<file path="config.mk">
export PLATFORM = sky130hd
export DESIGN_NAME = cmpo_channel
export DESIGN_NICKNAME = d
export VERILOG_FILES = /design/src/verilog/cmpo_pkg.sv /design/src/verilog/cmpo_tsync_if.sv /design/src/verilog/cmpo_channel.sv /design/src/verilog/cmpo_tsync.sv
export VERILOG_INCLUDE_DIRS = /design/src /design/src/verilog
export SDC_FILE = /design/constraint.sdc
export NUM_CORES = 1
export LEC_CHECK = 0
export BUFFER_PORTS_ARGS = -buffer_cell sky130_fd_sc_hd__buf_2
export CAP_MARGIN = 30
export CORE_MARGIN = 2
export CORE_UTILIZATION = 52
export DETAILED_ROUTE_END_ITERATION = 10
export HOLD_SLACK_MARGIN = 0.12
export PLACE_DENSITY = 0.87
export SYNTH_ARGS = -nofsm -noshare
export SYNTH_HDL_FRONTEND = slang
export SYNTH_SLANG_ARGS = --single-unit
export TNS_END_PERCENT = 100
</file>
<file path="constraint.sdc">
create_clock -name pclk -period 2.5 [get_ports pclk]
set_input_delay 0.375 -clock pclk [delete_from_list [all_inputs] [get_ports pclk]]
set_output_delay 0.375 -clock pclk [all_outputs]
set_load 0.01 [all_outputs]
</file>
<file path="src/verilog/cmpo_regs.svh">
/*
 * register offsets, bit positions and reset values of the comparator channel.
 * assumes an APB slave with 32-bit data, one register per aligned word.
 */
`ifndef CMPO_REGS_SVH
`define CMPO_REGS_SVH

`define CMPO_OFF_CTRL_A    8'h00
`define CMPO_OFF_CTRL_B    8'h04
`define CMPO_OFF_INT_FLAG  8'h08
`define CMPO_OFF_INT_EN    8'h0c
`define CMPO_OFF_MIRROR    8'h10
`define CMPO_OFF_ANALOG_SELECT     8'h14
`define CMPO_OFF_PORT      8'h18
`define CMPO_OFF_TMR_CTRL  8'h1c
`define CMPO_OFF_TMR_COUNT 8'h20

// control a fields
`define CMPO_A_ON     7
`define CMPO_A_RESULT 6
`define CMPO_A_OE     5
`define CMPO_A_INV    4
`define CMPO_A_SPEED  2
`define CMPO_A_HYST   1
`define CMPO_A_SYNC   0
`define CMPO_A_RESET  8'h04

// control b fields
`define CMPO_B_RISE_EN 7
`define CMPO_B_FALL_EN 6
`define CMPO_B_POS_LO  4
`define CMPO_B_NEG_LO  0
`define CMPO_B_RESET   8'h00

// interrupt enable fields
`define CMPO_IE_COMPARE    0
`define CMPO_IE_PERIPHERAL 1
`define CMPO_IE_GLOBAL     2

// timer control fields
`define CMPO_T_PRESCALE 0
`define CMPO_T_GATE     1

`endif

</file>
<file path="src/verilog/cmpo_pkg.sv">
/*
 * types shared by the comparator channel modules.
 * assumes nothing beyond a SystemVerilog compiler.
 */
package cmpo_pkg;

   // positive input source codes, in source order
   typedef enum logic [1:0] {
      CMPO_POS_PIN    = 2'h0,
      CMPO_POS_DAC    = 2'h1,
      CMPO_POS_FIXREF = 2'h2,
      CMPO_POS_GND    = 2'h3
   } cmpo_pos_sel_e;

   typedef logic [1:0] cmpo_neg_sel_t;

endpackage

</file>
<file path="src/verilog/cmpo_tsync_if.sv">
/*
 * carrier between the comparator control and its timer synchroniser.
 * assumes both ends run on pclk.
 */
`timescale 1ns/1ps
`default_nettype none

interface cmpo_tsync_if #(parameter int TW = 16);
   logic          result;
   logic          prescale_use;
   logic          gate_en;
   logic          sync_result;
   logic [TW-1:0] count;

   modport ctrl  (output result, output prescale_use, output gate_en,
                  input sync_result, input count);
   modport tsync (input result, input prescale_use, input gate_en,
                  output sync_result, output count);
endinterface

`default_nettype wire

</file>
<file path="src/verilog/cmpo_channel.sv">
/*
 * control, result and interrupt logic of one analog comparator channel,
 * with its APB register slave and the timer synchroniser.
 * assumes the analog core delivers an asynchronous compare level and
 * that pins and timer clocks are asynchronous to pclk.
 */
// Implementation choices: the address map and the APB register port.
// Notes on behaviour
// RULE_01 - invert bit complements the compare result
// RULE_02 - speed bit resets high, zero means low power
// RULE_03 - hysteresis bit switches input hysteresis
// RULE_04 - sync mode latches on timer falling edge
// RULE_05 - prescaled timer clock drives the latch
// RULE_06 - timer counts rising, latch moves falling
// RULE_07 - result can gate the timer
// RULE_08 - enabled rise or fall sets flag
// RULE_09 - software alone clears the flag
// RULE_10 - set beats a simultaneous clear
// RULE_11 - software enables all levels for interrupt
// RULE_12 - two-bit positive source select, four sources
// RULE_13 - two-bit negative pin select
// RULE_14 - inputs disconnected while comparator off
// RULE_15 - invert or on toggles can interrupt
// RULE_16 - result invalid until response time passes
// RULE_17 - results feed pwm auto-shutdown
// RULE_18 - analog pins read zero on port
// RULE_19 - on bit enables, off saves current
// RULE_20 - result registered every cycle
// RULE_21 - result in status and mirror
// RULE_22 - one-cycle edge pulses from previous result
// RULE_23 - positive select codes in source order
`timescale 1ns/1ps
`default_nettype none
`include "cmpo_regs.svh"

module cmpo_channel
   import cmpo_pkg::*;
#(
   parameter int PINS = 4,
   parameter int TW   = 16
) (
   // apb
   input  wire logic        pclk,
   input  wire logic        presetn,
   input  wire logic        psel,
   input  wire logic        penable,
   input  wire logic        pwrite,
   input  wire logic [7:0]  paddr,
   input  wire logic [31:0] pwdata,
   output logic             pready,
   output logic [31:0]      prdata,
   output logic             pslverr,
   // analog core
   input  wire logic        compare_raw,
   output logic             comparator_on,
   output logic             input_connect,
   output logic             speed_power_select,
   output logic             hysteresis_enable,
   output cmpo_pos_sel_e    positive_input_select,
   output cmpo_neg_sel_t    negative_input_select,
   // pins and other channel
   input  wire logic [PINS-1:0] pin_in,
   input  wire logic        peer_result,
   output logic             result_pin_out,
   output logic             result_pin_oe_n,
   // timer and pwm
   input  wire logic        tmr_src_clk,
   input  wire logic        tmr_ps_clk,
   output logic             tmr_gate,
   output logic             pwm_shutdown_src,
   // interrupt
   output logic             int_req
);

   logic [7:0]      ctrl_a_r;
   logic [7:0]      ctrl_b_r;
   logic [2:0]      int_en_r;
   logic [1:0]      tmr_ctrl_r;
   logic [PINS-1:0] analog_select_r;
   logic            flag_r;
   logic            flag_nxt;
   logic [1:0]      raw_s_r;
   logic [1:0]      peer_s_r;
   logic [PINS-1:0] pin_s1_r;
   logic [PINS-1:0] pin_s2_r;
   logic            result_r;
   logic            prev_r;
   logic            rise_p;
   logic            fall_p;
   logic            final_result;
   logic            out_r;
   logic            gate_r;
   logic [31:0]     prdata_r;
   logic            wr_en;
   logic            rd_setup;
   logic            flag_clear;
   logic            result_nxt;

   cmpo_tsync_if #(.TW(TW)) ts ();

   cmpo_tsync #(.TW(TW)) u_tsync (
      .pclk        (pclk),
      .presetn     (presetn),
      .tmr_src_clk (tmr_src_clk),
      .tmr_ps_clk  (tmr_ps_clk),
      .t           (ts.tsync)
   );

   // address decode, used by write and by the error answer
   function automatic logic mapped(input logic [7:0] a);
      mapped = (a == `CMPO_OFF_CTRL_A)   || (a == `CMPO_OFF_CTRL_B)   ||
               (a == `CMPO_OFF_INT_FLAG) || (a == `CMPO_OFF_INT_EN)   ||
               (a == `CMPO_OFF_MIRROR)   || (a == `CMPO_OFF_ANALOG_SELECT)    ||
               (a == `CMPO_OFF_PORT)     || (a == `CMPO_OFF_TMR_CTRL) ||
               (a == `CMPO_OFF_TMR_COUNT);
   endfunction

   // every access takes one wait-free access phase
   assign pready   = 1'b1;
   assign pslverr  = psel & penable & ~mapped(paddr);
   assign wr_en    = psel & penable & pwrite & mapped(paddr);
   assign rd_setup = psel & ~penable & ~pwrite;
   assign prdata   = prdata_r;

   // RULE_02 speed bit resets high
   always_ff @(posedge pclk or negedge presetn) begin
      if (!presetn)
         ctrl_a_r <= `CMPO_A_RESET;
      else if (wr_en && paddr == `CMPO_OFF_CTRL_A)
         ctrl_a_r <= pwdata[7:0] & 8'hb7;
   end

   always_ff @(posedge pclk or negedge presetn) begin
      if (!presetn)
         ctrl_b_r <= `CMPO_B_RESET;
      else if (wr_en && paddr == `CMPO_OFF_CTRL_B)
         ctrl_b_r <= pwdata[7:0] & 8'hf3;
   end

   always_ff @(posedge pclk or negedge presetn) begin
      if (!presetn) begin
         int_en_r   <= 3'h0;
         tmr_ctrl_r <= 2'h0;
         analog_select_r    <= '1;
      end else if (wr_en && paddr == `CMPO_OFF_INT_EN) begin
         int_en_r   <= pwdata[2:0];
      end else if (wr_en && paddr == `CMPO_OFF_TMR_CTRL) begin
         tmr_ctrl_r <= pwdata[1:0];
      end else if (wr_en && paddr == `CMPO_OFF_ANALOG_SELECT) begin
         analog_select_r    <= pwdata[PINS-1:0];
      end
   end

   // two-flop synchronisers for asynchronous levels
   always_ff @(posedge pclk or negedge presetn) begin
      if (!presetn) begin
         raw_s_r  <= 2'h0;
         peer_s_r <= 2'h0;
         pin_s1_r <= '0;
         pin_s2_r <= '0;
      end else begin
         raw_s_r  <= {raw_s_r[0], compare_raw};
         peer_s_r <= {peer_s_r[0], peer_result};
         pin_s1_r <= pin_in;
         pin_s2_r <= pin_s1_r;
      end
   end

   // RULE_19 on bit powers the comparator
   assign comparator_on         = ctrl_a_r[`CMPO_A_ON];
   // RULE_14 inputs follow the on bit
   assign input_connect         = ctrl_a_r[`CMPO_A_ON];
   assign speed_power_select    = ctrl_a_r[`CMPO_A_SPEED];
   // RULE_03 hysteresis control
   assign hysteresis_enable     = ctrl_a_r[`CMPO_A_HYST];
   // RULE_12 RULE_23 positive source in listed order
   assign positive_input_select = cmpo_pos_sel_e'(ctrl_b_r[`CMPO_B_POS_LO +: 2]);
   // RULE_13 negative pin select
   assign negative_input_select = ctrl_b_r[`CMPO_B_NEG_LO +: 2];

   // RULE_01 RULE_15 an off comparator reads low before inversion,
   // so toggling on or invert still moves the result
   assign result_nxt = (ctrl_a_r[`CMPO_A_ON] & raw_s_r[1]) ^ ctrl_a_r[`CMPO_A_INV];

   // RULE_20 result registered each cycle
   always_ff @(posedge pclk or negedge presetn) begin
      if (!presetn) begin
         result_r <= 1'b0;
         prev_r   <= 1'b0;
      end else begin
         result_r <= result_nxt;
         prev_r   <= result_r;
      end
   end

   // RULE_22 one-cycle edge pulses
   assign rise_p = result_r & ~prev_r;
   assign fall_p = ~result_r & prev_r;

   // software clears the flag by writing one to it
   assign flag_clear = wr_en && paddr == `CMPO_OFF_INT_FLAG && pwdata[0];

   // RULE_08 RULE_10 enabled edge sets, set beats clear
   always_comb begin
      flag_nxt = flag_r;
      if (flag_clear)
         flag_nxt = 1'b0;
      if ((rise_p && ctrl_b_r[`CMPO_B_RISE_EN]) || (fall_p && ctrl_b_r[`CMPO_B_FALL_EN]))
         flag_nxt = 1'b1;
   end

   always_ff @(posedge pclk or negedge presetn) begin
      if (!presetn) flag_r <= 1'b0;
      else          flag_r <= flag_nxt;
   end

   // RULE_11 all enable levels gate the request
   always_ff @(posedge pclk or negedge presetn) begin
      if (!presetn) int_req <= 1'b0;
      else          int_req <= flag_nxt & (&int_en_r);
   end

   // RULE_04 sync mode chooses the timer-latched copy
   assign ts.result       = result_r;
   assign ts.prescale_use = tmr_ctrl_r[`CMPO_T_PRESCALE];
   assign ts.gate_en      = tmr_ctrl_r[`CMPO_T_GATE];
   assign final_result    = ctrl_a_r[`CMPO_A_SYNC] ? ts.sync_result : result_r;

   // RULE_07 RULE_17 gate and shutdown outputs
   always_ff @(posedge pclk or negedge presetn) begin
      if (!presetn) begin
         out_r  <= 1'b0;
         gate_r <= 1'b0;
      end else begin
         out_r  <= final_result;
         gate_r <= final_result & tmr_ctrl_r[`CMPO_T_GATE];
      end
   end

   assign tmr_gate         = gate_r;
   assign pwm_shutdown_src = out_r;
   assign result_pin_out   = out_r;
   // pin driven only with output and comparator enabled
   assign result_pin_oe_n  = ~(ctrl_a_r[`CMPO_A_OE] & ctrl_a_r[`CMPO_A_ON]);

   // read data captured in the setup cycle; shown during the access phase
   always_ff @(posedge pclk or negedge presetn) begin
      if (!presetn) begin
         prdata_r <= 32'h0000_0000;
      end else if (rd_setup) begin
         if (paddr == `CMPO_OFF_CTRL_A)
            // RULE_21 status copy of result
            prdata_r <= {24'h0, ctrl_a_r[7], result_r, ctrl_a_r[5:0]};
         else if (paddr == `CMPO_OFF_CTRL_B)
            prdata_r <= {24'h0, ctrl_b_r};
         else if (paddr == `CMPO_OFF_INT_FLAG)
            prdata_r <= {31'h0, flag_r};
         else if (paddr == `CMPO_OFF_INT_EN)
            prdata_r <= {29'h0, int_en_r};
         else if (paddr == `CMPO_OFF_MIRROR)
            // RULE_21 shared mirror of both results
            prdata_r <= {30'h0, peer_s_r[1], result_r};
         else if (paddr == `CMPO_OFF_ANALOG_SELECT)
            prdata_r <= 32'(analog_select_r);
         else if (paddr == `CMPO_OFF_PORT)
            // RULE_18 analog pins read zero
            prdata_r <= 32'(pin_s2_r & ~analog_select_r);
         else if (paddr == `CMPO_OFF_TMR_CTRL)
            prdata_r <= {30'h0, tmr_ctrl_r};
         else if (paddr == `CMPO_OFF_TMR_COUNT)
            prdata_r <= 32'(ts.count);
         else
            prdata_r <= 32'h0000_0000;
      end
   end

   // checks

   // RULE_01 result follows invert and compare level
   pol_result_a: assert property (@(posedge pclk) disable iff (!presetn) // RULE_01
      ctrl_a_r[`CMPO_A_ON] && $stable(ctrl_a_r) ##1 $stable(ctrl_a_r)
      |-> result_r == ($past(raw_s_r[1]) ^ ctrl_a_r[`CMPO_A_INV]))
      else $error("result does not follow invert");

   // RULE_02 speed bit high out of reset
   speed_reset_a: assert property (@(posedge pclk) // RULE_02
      $rose(presetn) |-> speed_power_select)
      else $error("speed bit not high after reset");

   // RULE_03 hysteresis write reaches the output
   hyst_write_a: assert property (@(posedge pclk) disable iff (!presetn) // RULE_03
      wr_en && paddr == `CMPO_OFF_CTRL_A |=> hysteresis_enable == $past(pwdata[`CMPO_A_HYST]))
      else $error("hysteresis output missed write");

   // RULE_08 enabled rising or falling edge sets flag
   edge_flag_a: assert property (@(posedge pclk) disable iff (!presetn) // RULE_08
      (rise_p && ctrl_b_r[`CMPO_B_RISE_EN]) || (fall_p && ctrl_b_r[`CMPO_B_FALL_EN]) |=> flag_r)
      else $error("enabled edge did not set flag");

   // RULE_10 set wins over clear
   set_wins_a: assert property (@(posedge pclk) disable iff (!presetn) // RULE_10
      flag_clear && rise_p && ctrl_b_r[`CMPO_B_RISE_EN] |=> flag_r ##1 (flag_r || $past(flag_clear)))
      else $error("clear beat a simultaneous set");

   // RULE_09 hardware never clears the flag
   flag_hold_a: assert property (@(posedge pclk) disable iff (!presetn) // RULE_09
      flag_r && !flag_clear |=> flag_r)
      else $error("flag fell without software clear");

   // RULE_14 inputs off while comparator off
   inputs_off_a: assert property (@(posedge pclk) disable iff (!presetn) // RULE_14
      !comparator_on |-> !input_connect)
      else $error("inputs connected while off");

   // RULE_15 invert toggle while off moves result one cycle later
   off_toggle_a: assert property (@(posedge pclk) disable iff (!presetn) // RULE_15
      !comparator_on && $changed(ctrl_a_r[`CMPO_A_INV]) && !$changed(comparator_on)
      |=> result_r == ctrl_a_r[`CMPO_A_INV] || $changed(ctrl_a_r))
      else $error("off comparator ignored invert toggle");

   // RULE_22 edge pulse lasts one cycle
   rise_pulse_a: assert property (@(posedge pclk) disable iff (!presetn) // RULE_22
      rise_p |=> !rise_p)
      else $error("rising pulse longer than one cycle");

   // RULE_18 analog pins read zero in captured port data
   port_analog_a: assert property (@(posedge pclk) disable iff (!presetn) // RULE_18
      rd_setup && paddr == `CMPO_OFF_PORT |=> (prdata_r[PINS-1:0] & $past(analog_select_r)) == '0)
      else $error("analog pin read as one");

   // RULE_17 shutdown source follows result without sync
   shutdown_src_a: assert property (@(posedge pclk) disable iff (!presetn) // RULE_17
      !ctrl_a_r[`CMPO_A_SYNC] |=> pwm_shutdown_src == $past(result_r))
      else $error("shutdown source lost result");

   // RULE_22 falling pulse lasts one cycle
   fall_pulse_a: assert property (@(posedge pclk) disable iff (!presetn) // RULE_22
      fall_p |=> !fall_p)
      else $error("falling pulse longer than one cycle");

   // RULE_11 request needs every enable level
   int_mask_a: assert property (@(posedge pclk) disable iff (!presetn) // RULE_11
      !(&int_en_r) |=> !int_req)
      else $error("request raised with an enable level clear");

endmodule

`default_nettype wire

</file>
<file path="src/verilog/cmpo_tsync.sv">
/*
 * timer-side latch of the comparator result and the gated timer count.
 * assumes both timer clocks are slow against pclk and arrive from pins.
 */
`timescale 1ns/1ps
`default_nettype none

module cmpo_tsync
   import cmpo_pkg::*;
#(
   parameter int TW = 16
) (
   // system
   input  wire logic pclk,
   input  wire logic presetn,
   // timer clocks from outside
   input  wire logic tmr_src_clk,
   input  wire logic tmr_ps_clk,
   // control side
   cmpo_tsync_if.tsync t
);

   logic [1:0]    src_s_r;
   logic [1:0]    ps_s_r;
   logic          clk_prev_r;
   logic          sync_result_r;
   logic [TW-1:0] count_r;
   logic          tclk;
   logic          tfall;
   logic          trise;

   always_ff @(posedge pclk or negedge presetn) begin
      if (!presetn) begin
         src_s_r <= 2'h0;
         ps_s_r  <= 2'h0;
      end else begin
         src_s_r <= {src_s_r[0], tmr_src_clk};
         ps_s_r  <= {ps_s_r[0], tmr_ps_clk};
      end
   end

   // RULE_05 prescaled clock select
   assign tclk  = t.prescale_use ? ps_s_r[1] : src_s_r[1];
   assign tfall = clk_prev_r & ~tclk;
   assign trise = ~clk_prev_r & tclk;

   always_ff @(posedge pclk or negedge presetn) begin
      if (!presetn) clk_prev_r <= 1'b0;
      else          clk_prev_r <= tclk;
   end

   // RULE_04 latch on falling edge
   always_ff @(posedge pclk or negedge presetn) begin
      if (!presetn)   sync_result_r <= 1'b0;
      else if (tfall) sync_result_r <= t.result;
   end

   // RULE_06 count on rising edge
   always_ff @(posedge pclk or negedge presetn) begin
      if (!presetn)                   count_r <= '0;
      else if (trise && !t.gate_en)   count_r <= count_r + 1'b1;
      else if (trise && t.gate_en && sync_result_r) count_r <= count_r + 1'b1;
   end

   assign t.sync_result = sync_result_r;
   assign t.count       = count_r;

   // RULE_04 latch only on falling edge
   sync_latch_a: assert property (@(posedge pclk) disable iff (!presetn) // RULE_04
      !tfall |=> $stable(sync_result_r)) else $error("sync result moved without falling edge");
   // RULE_06 count moves only on rising edge
   count_edge_a: assert property (@(posedge pclk) disable iff (!presetn) // RULE_06
      !trise |=> $stable(count_r)) else $error("timer moved without rising edge");

endmodule

`default_nettype wire

</file>
==> impl_summary.txt, run 1 <==
----------------------------------------------------
[Synthesis]
  Warnings, synthesis ... 0
  Area of the mapped netlist ... 3520 sq um
  Synthesized-area fraction occupied by ao, oa, aoi and oai cells ... 9.32%
  Syn_area_per_cell ... 11.9 sq um
  Main synth FF type ... dfrtp_1
  Syn Inst Count ... 296
  Count of different cell masters after synthesis ... 58
  FF+latch count, synth ... 77
  Main combinational cell family by area after synthesis ... simple AND/OR/NAND/NOR gates
  Synth Area in Adders ... 0.356%
  Share of cell area taken by muxes after synthesis ... 9.75%
  Count of flip-flops with a built-in enable after synthesis ... 0
  Sequential fraction of the synthesis area ... 55.0%
  Synthesized-area fraction occupied by and/or/nand/nor cells ... 14.6%
  Fraction of synthesized cell area in xor and xnor cells ... 3.99%
  Share of flip-flops with an asynchronous set or reset ... 100%

[Clock tree]
  TritonCTS clock tree ... done
  # clock sinks ... 77
  CTS H-Tree Depth ... 3
  Clock edge transition at the registers on the reported setup and hold paths ... 80 ps
  Clock root buffer ... clkbuf_8
  Clk buf depth ... 2
  Clock latency at the later pin of the worst-skew pair ... 350 ps
  Cts bufs inserted ... 9

[Setup path]
  Buffers and inverters on the worst path ... 1
  Critical-path cell with the highest stage delay ... or4_1
  Data required time at the worst endpoint ... 2740 ps
  Dominant delay contributor by cell family on the critical path ... simple AND/OR/NAND/NOR gates
  Maximum cell stage delay along the critical path ... 680 ps
  Logic depth of the worst setup path including buffers ... 5
  Worst r2r path cells ... 4
  Maximum net fanout on the critical path ... 6
  Sort of element at the start of the critical path ... input port
  Data arrival, critical path ... 2210 ps
  Endpoint kind of the worst setup timing path ... flip-flop
  CP Class ... input port to flip-flop
  Critical path cell sequence ... buf_2 > or4_1 > or2_4 > or3_4 > mux2_4

[Layout]
  Number of diodes added for antenna fixing ... 0
  Share of layout cells above drive strength 1 ... 33.3%
  Area of all placed cells without fillers ... 4100 sq um
  Final layout net count ... 415
  Final-layout fill cell count ... 496
  Final core area utilization ... 63.4%
  Synthesis-to-layout area growth ... 16.5%

[Global route]
  Number of global-route vias before repair ... 2464
  Wire length of the first global-routing pass ... 11.8 mm
  Number of antenna violations at the first check in global routing ... 0
  All-layer global routing usage ... 20.7%
  Pin count of the biggest net entering global routing ... 78
  GR Overflow Total ... 0

[Floorplanning]
  Floorplan die width ... 86.2 um
  Die ar. ... 7430 sq um
  Top-level I/O count ... 100
  Core footprint ... 6460 sq um
  Initial standard-cell utilization of the core ... 54.4%
  Vertical extent of the die ... 86.2 um
  Number of core rows ... 29

[Route]
  Total DRC errors in the routed layout ... 0
  WL per Instance ... 16.2 um
  First-pass DRT Iterations ... 4
  Overall routed net length ... 7.19 mm
  Number of vias after detailed routing ... 2542
  Post-route ant nets ... 0
  Vias per Instance ... 5.74
  Iteration-0 DRC Markers ... 143

[Placement]
  Dpl hpwl ... 4.99 mm
  I/O Buffers ... 58
  Routability-driven placement congestion ratio ... 0.818
  Total placed instance area ... 3800 sq um

[Power]
  Peak VDD IR ... 0.000397 V
  Leakage ... 2.00 nW
  Power per cell area ... 635 nW/um^2

[STA]
  Final number of hold-violating endpoints ... 0
  Final max-slew violation count ... 0
  Worst-margin pin slew ... 932 ps
  Setup repair after global routing missed its margin ... false
  Setup TNS Final ... 0 ps
  Final worst path period need ... 1960 ps
  Period Utilization, post-route ... 78.5%
  Max_slew headroom ... 37.9%
  Max Clk Rate ... 0.509 GHz
  Number of setup violations in the final report ... 0
  Clk_skew ... 9.80 ps

[Run status]
  Result of the run ... finished, final reports clean

[Flow run]
  Max_cap viols ... 0

[Min path]
  Min-Delay Path Class ... input port to async pin

----------------------------------------------------
## worst paths after layout
path / startpoint / to / slack [ps]
max in group asynchronous: presetn / prdata[2] / 1730
min in group pclk: pwdata[6] / ctrl_b_r[6] / 260
max: paddr[1] / int_en_r[2] / 540
min reg2reg: pin_s1_r[0] / pin_s2_r[0] / 350
min: presetn / pin_s2_r[3] / 140
max reg2reg: tmr_ctrl_r[0] / u_tsync.t.count[10] / 610
## what timing repair did
| item | in CTS | in global routing |
|---|---|---|
| endpoints found under the hold margin | 8 | 0 |
| setup buffers | 0 | 0 |
| hold buffers | 8 | 0 |
| gates resized for setup | 0 | 0 |
## cells in the final DEF, fill, tap and decap left out, types with 2 or more instances in the layout
cell            n
o211ai_1        2
a22o_1          8
a221o_1         2
nand3b_1        5
conb_1         17
dfstp_2         5
inv_1           4
nor4_1          3
buf_4          10
a21o_1          2
o31ai_1         2
a22oi_1         6
nand2_1        18
and4_1          3
buf_2          57
xor2_1          6
xnor2_1        10
nor2_1          5
nor3_1         11
and3_1          4
mux2_2         22
dlygate4sd3_1   8
nand2b_1        5
nor3b_1         2
nand4_1         5
mux2i_1         5
mux2_4          3
nand3_1         6
dfrtp_1        72
clkinvlp_4      2
clkbuf_8       11
and2_1          2
a2bb2oi_1       2
o21ai_0        11
nor2b_1         4
## synthesized netlist by cell type, drive strengths merged, types with 2 or more instances
master   number  area (sq um)
dfrtp        72          1800
buf          27           189
mux2         25           293
nand2        18          67.6
nor3         12          65.1
o21ai        11          55.1
xnor2        10          87.6
clkbuf        9          35.0
a22o          8          70.1
a22oi         6          45.0
nand3         6          30.0
xor2          6          52.6
dfstp         5           131
mux2i         5          50.1
nand2b        5          31.3
nand3b        5          37.5
nand4         5          31.3
nor2          5          18.8
and3          4          25.0
inv           4          15.0
nor2b         4          25.0
and2          3          18.8
and4          3          26.3
nor3b         3          27.5
nor4          3          18.8
a21o          2          15.0
a221o         2          20.0
a2bb2oi       2          17.5
conb          2          7.51
o211ai        2          15.0
o31ai         2          15.0
or2           2          15.0
or4           2          16.3
## kinds of logic after synthesis
| group | count (synthesis) |
|---|---|
| AND/OR/NAND/NOR | 86 |
| flip-flops | 77 |
| AO/OA/AOI/OAI | 44 |
| buffers and inverters | 40 |
| multiplexers | 30 |
| XOR/XNOR | 16 |
| other | 2 |
| adder cells (fa/ha/maj) | 1 |
## area by class of cell
type	count	area, sq um	area share (%)
Clock buffer	11	151	3.70
Clock inverter	5	58.8	1.44
Inverter	4	15.0	0.367
Multi-Input combinational cell	194	1400	34.2
Sequential cell	77	1930	47.2
Tap cell	77	96.3	2.35
Timing Repair Buffer	75	440	10.8
## metrics by stage
stage	total power [W]	hold WS [ps]	setup WS, ps	instances
5_1_grt	0.00271	236	504	443
3_5_place_dp	0.00164	336	177	419
3_3_place_gp	0.00163	332	204	419
2_1_floorplan	0.00155	79.4	384	311
6_report	0.00260	142	536	443
4_1_cts	0.00261	189	554	443
## power by group
group	internal [W]	leakage [nW]	switching [W]
Combinational	0.000110	0.893	0.000131
Sequential	0.00131	1.00	0.0000788
Clock	0.000515	0.102	0.000454
Total	0.00194	2.00	0.000664
## per-layer routing
layer	up-vias	wire length, um	share of wire (%)	GRT usage [%]
met2	112	3520	49	33.3
met3	13	464	6.5	4.29
met4	0	147	2.0	10.5
met1	1269	3060	43	26.7
met5	-	0	0	0
li1	1148	-	-	-
## registers in the layout, indices dropped and copies added, names as in the netlist, 2 cells and up
| register | count |
|---|---|
| pin_s2_r | 4 |
| int_en_r | 3 |
| tmr_ctrl_r | 2 |
| pin_s1_r | 4 |
| u_tsync.src_s_r | 2 |
| prdata | 16 |
| ctrl_b_r | 6 |
| ctrl_a_r | 6 |
| u_tsync.ps_s_r | 2 |
| analog_select_r | 4 |
| peer_s_r | 2 |
| raw_s_r | 2 |
| u_tsync.t.count | 16 |
(Power assumes the default switching activity.)
==> inputs of run 2 (changes only) <==
--- a/config.mk
+++ b/config.mk
@@ -9,10 +9,10 @@
 export BUFFER_PORTS_ARGS = -buffer_cell sky130_fd_sc_hd__buf_2
 export CAP_MARGIN = 30
 export CORE_MARGIN = 2
-export CORE_UTILIZATION = 52
+export CORE_UTILIZATION = 47
 export DETAILED_ROUTE_END_ITERATION = 10
 export HOLD_SLACK_MARGIN = 0.12
-export PLACE_DENSITY = 0.87
+export PLACE_DENSITY = 0.83
 export SYNTH_ARGS = -nofsm -noshare
 export SYNTH_HDL_FRONTEND = slang
 export SYNTH_SLANG_ARGS = --single-unit
==> constraint.sdc (replaced) <==
create_clock -name pclk -period 1.6 [get_ports pclk]
set_input_delay 0.24 -clock pclk [delete_from_list [all_inputs] [get_ports pclk]]
set_output_delay 0.24 -clock pclk [all_outputs]
set_load 0.01 [all_outputs]
==> impl_summary.txt, run 2 (same netlist as run 1, synthesis figures left out) <==
----------------------------------------------------
[Setup path]
  Maximum net fanout on the critical path ... 5
  Data arrival, critical path ... 1890 ps
  Sort of element at the start of the critical path ... flip-flop
  CP Class ... flip-flop to flip-flop
  Endpoint kind of the worst setup timing path ... flip-flop
  Data required time at the worst endpoint ... 1890 ps

[Clock tree]
  Clock latency at the later pin of the worst-skew pair ... 360 ps
  TritonCTS clock tree ... done
  # clock sinks ... 77
  CTS H-Tree Depth ... 3
  Clk buf depth ... 2
  Cts bufs inserted ... 9
  Clock edge transition at the registers on the reported setup and hold paths ... 80 ps
  Clock root buffer ... clkbuf_8

[Floorplanning]
  Top-level I/O count ... 100
  Vertical extent of the die ... 90.5 um
  Die ar. ... 8190 sq um
  Floorplan die width ... 90.5 um
  Number of core rows ... 31
  Initial standard-cell utilization of the core ... 48.5%
  Core footprint ... 7250 sq um

[Global route]
  Number of antenna violations at the first check in global routing ... 0
  GR Overflow Total ... 0
  Pin count of the biggest net entering global routing ... 38
  All-layer global routing usage ... 20.6%
  Wire length of the first global-routing pass ... 13.2 mm
  Number of global-route vias before repair ... 2723

[Layout]
  Commonest cells after routing, fill and taps aside ... dfrtp_1, buf_2, buf_4, mux2_2, nand2_1
  Most common cell after layout, fill and taps aside ... dfrtp_1
  Final-layout fill cell count ... 565
  Synthesis-to-layout area growth ... 28.1%
  Share of layout cells above drive strength 1 ... 40.8%
  Final core area utilization ... 62.1%
  Number of diodes added for antenna fixing ... 0
  Area of all sequential standard cells ... 1930 sq um
  Final layout net count ... 451
  Combined area of the multi-input logic cells ... 1500 sq um

[Power]
  Power per cell area ... 890 nW/um^2
  Leakage ... 2.22 nW
  Peak VDD IR ... 0.000466 V

[Flow run]
  Max_cap viols ... 0

[Route]
  WL per Instance ... 15.9 um
  Iteration-0 DRC Markers ... 219
  Total DRC errors in the routed layout ... 0
  First-pass DRT Iterations ... 5
  Overall routed net length ... 7.94 mm
  Vias per Instance ... 5.33
  Number of vias after detailed routing ... 2668
  Post-route ant nets ... 0

[STA]
  Final worst path period need ... 1590 ps
  Period Utilization, post-route ... 99.6%
  Clk_skew ... 7.51 ps
  Final max-slew violation count ... 0
  Number of setup violations in the final report ... 0
  Setup repair after global routing missed its margin ... true
  Final hold slack ... 142 ps
  Fin worst setup slack ... 5.60 ps
  Max Clk Rate ... 0.627 GHz
  Setup TNS Final ... 0 ps
  Final number of hold-violating endpoints ... 0

[Placement]
  Dpl hpwl ... 5.70 mm
  Pre-CTS setup slack ... -397 ps
  I/O Buffers ... 58
  Routability-driven placement congestion ratio ... 0.903

[Min path]
  Min-Delay Path Class ... input port to flip-flop

[Run status]
  Result of the run ... finished, final reports clean

----------------------------------------------------
[run 2: cell types whose count changed in the layout (fill, tap and decap cells not counted), sizes merged]
cell / change
clkinvlp: +1
bufinv: -1
buf: +30
inv: +1
clkbuf: -1
dlygate4sd3: +6
[run 2: worst max-delay path, stage by stage, from the launching register on]
cell and delay [ps]:
dfrtp_1 410, mux2i_2 160, or4b_4 570, nor3_2 220, xor2_1 170
[run 2: final cells by class]
cell class              count  share of cell area, %
inverters                   4                  0.333
flip-flops and latches     77                   42.9
repair buffers            111                   16.8
clock inverters             6                   1.08
well taps                  99                   2.75
clock buffers              10                   2.83
multi-input cells         194                   33.3
[run 2: per-stage QoR]
stage	std cells	power, W	instance area, sq um
floorplan	311	0.00245	3660
CTS	501	0.00404	4490
detailed placement	471	0.00268	4160
global placement	471	0.00266	4160
global route	501	0.00420	4500
finish	501	0.00401	4500
[run 2: power by group]
part	internal [W]	switching, W	total (W)	leakage (nW)
Combinational	0.000269	0.000257	0.000526	1.14
Clock	0.000573	0.000754	0.00133	0.0791
Sequential	0.00205	0.000105	0.00215	1.00
Total	0.00289	0.00112	0.00401	2.22
[run 2: layer usage]
layer	wire (um)	up-vias	global-route usage [%]
met3	470	12	6.34
met5	0	-	0
met1	3370	1319	26.1
li1	-	1230	-
met4	161	0	8.08
met2	3940	107	33.1
[run 2: final timing paths]
check | slack [ps] | start | cells after the start | end
max in group asynchronous | 710 | presetn | 3 | analog_select_r[1]
hold reg to reg | 350 | pin_s1_r[3] | 0 | pin_s2_r[3]
min in group asynchronous | 330 | presetn | 2 | prdata[3]
hold / removal | 140 | pwdata[2] | 2 | int_en_r[2]
setup reg to reg | 6 | tmr_ctrl_r[0] | 4 | u_tsync.t.count[8]
setup / recovery | 6 | tmr_ctrl_r[0] | 4 | u_tsync.t.count[8]
[run 2: repair_timing]
| item | in CTS | in global routing |
|---|---|---|
| setup buffers | 0 | 1 |
| pin swaps | 3 | 2 |
| resized for setup | 5 | 4 |
| endpoints found under the setup margin | 6 | 5 |
| hold buffers | 14 | 0 |
| endpoints found under the hold margin | 41 | 0 |
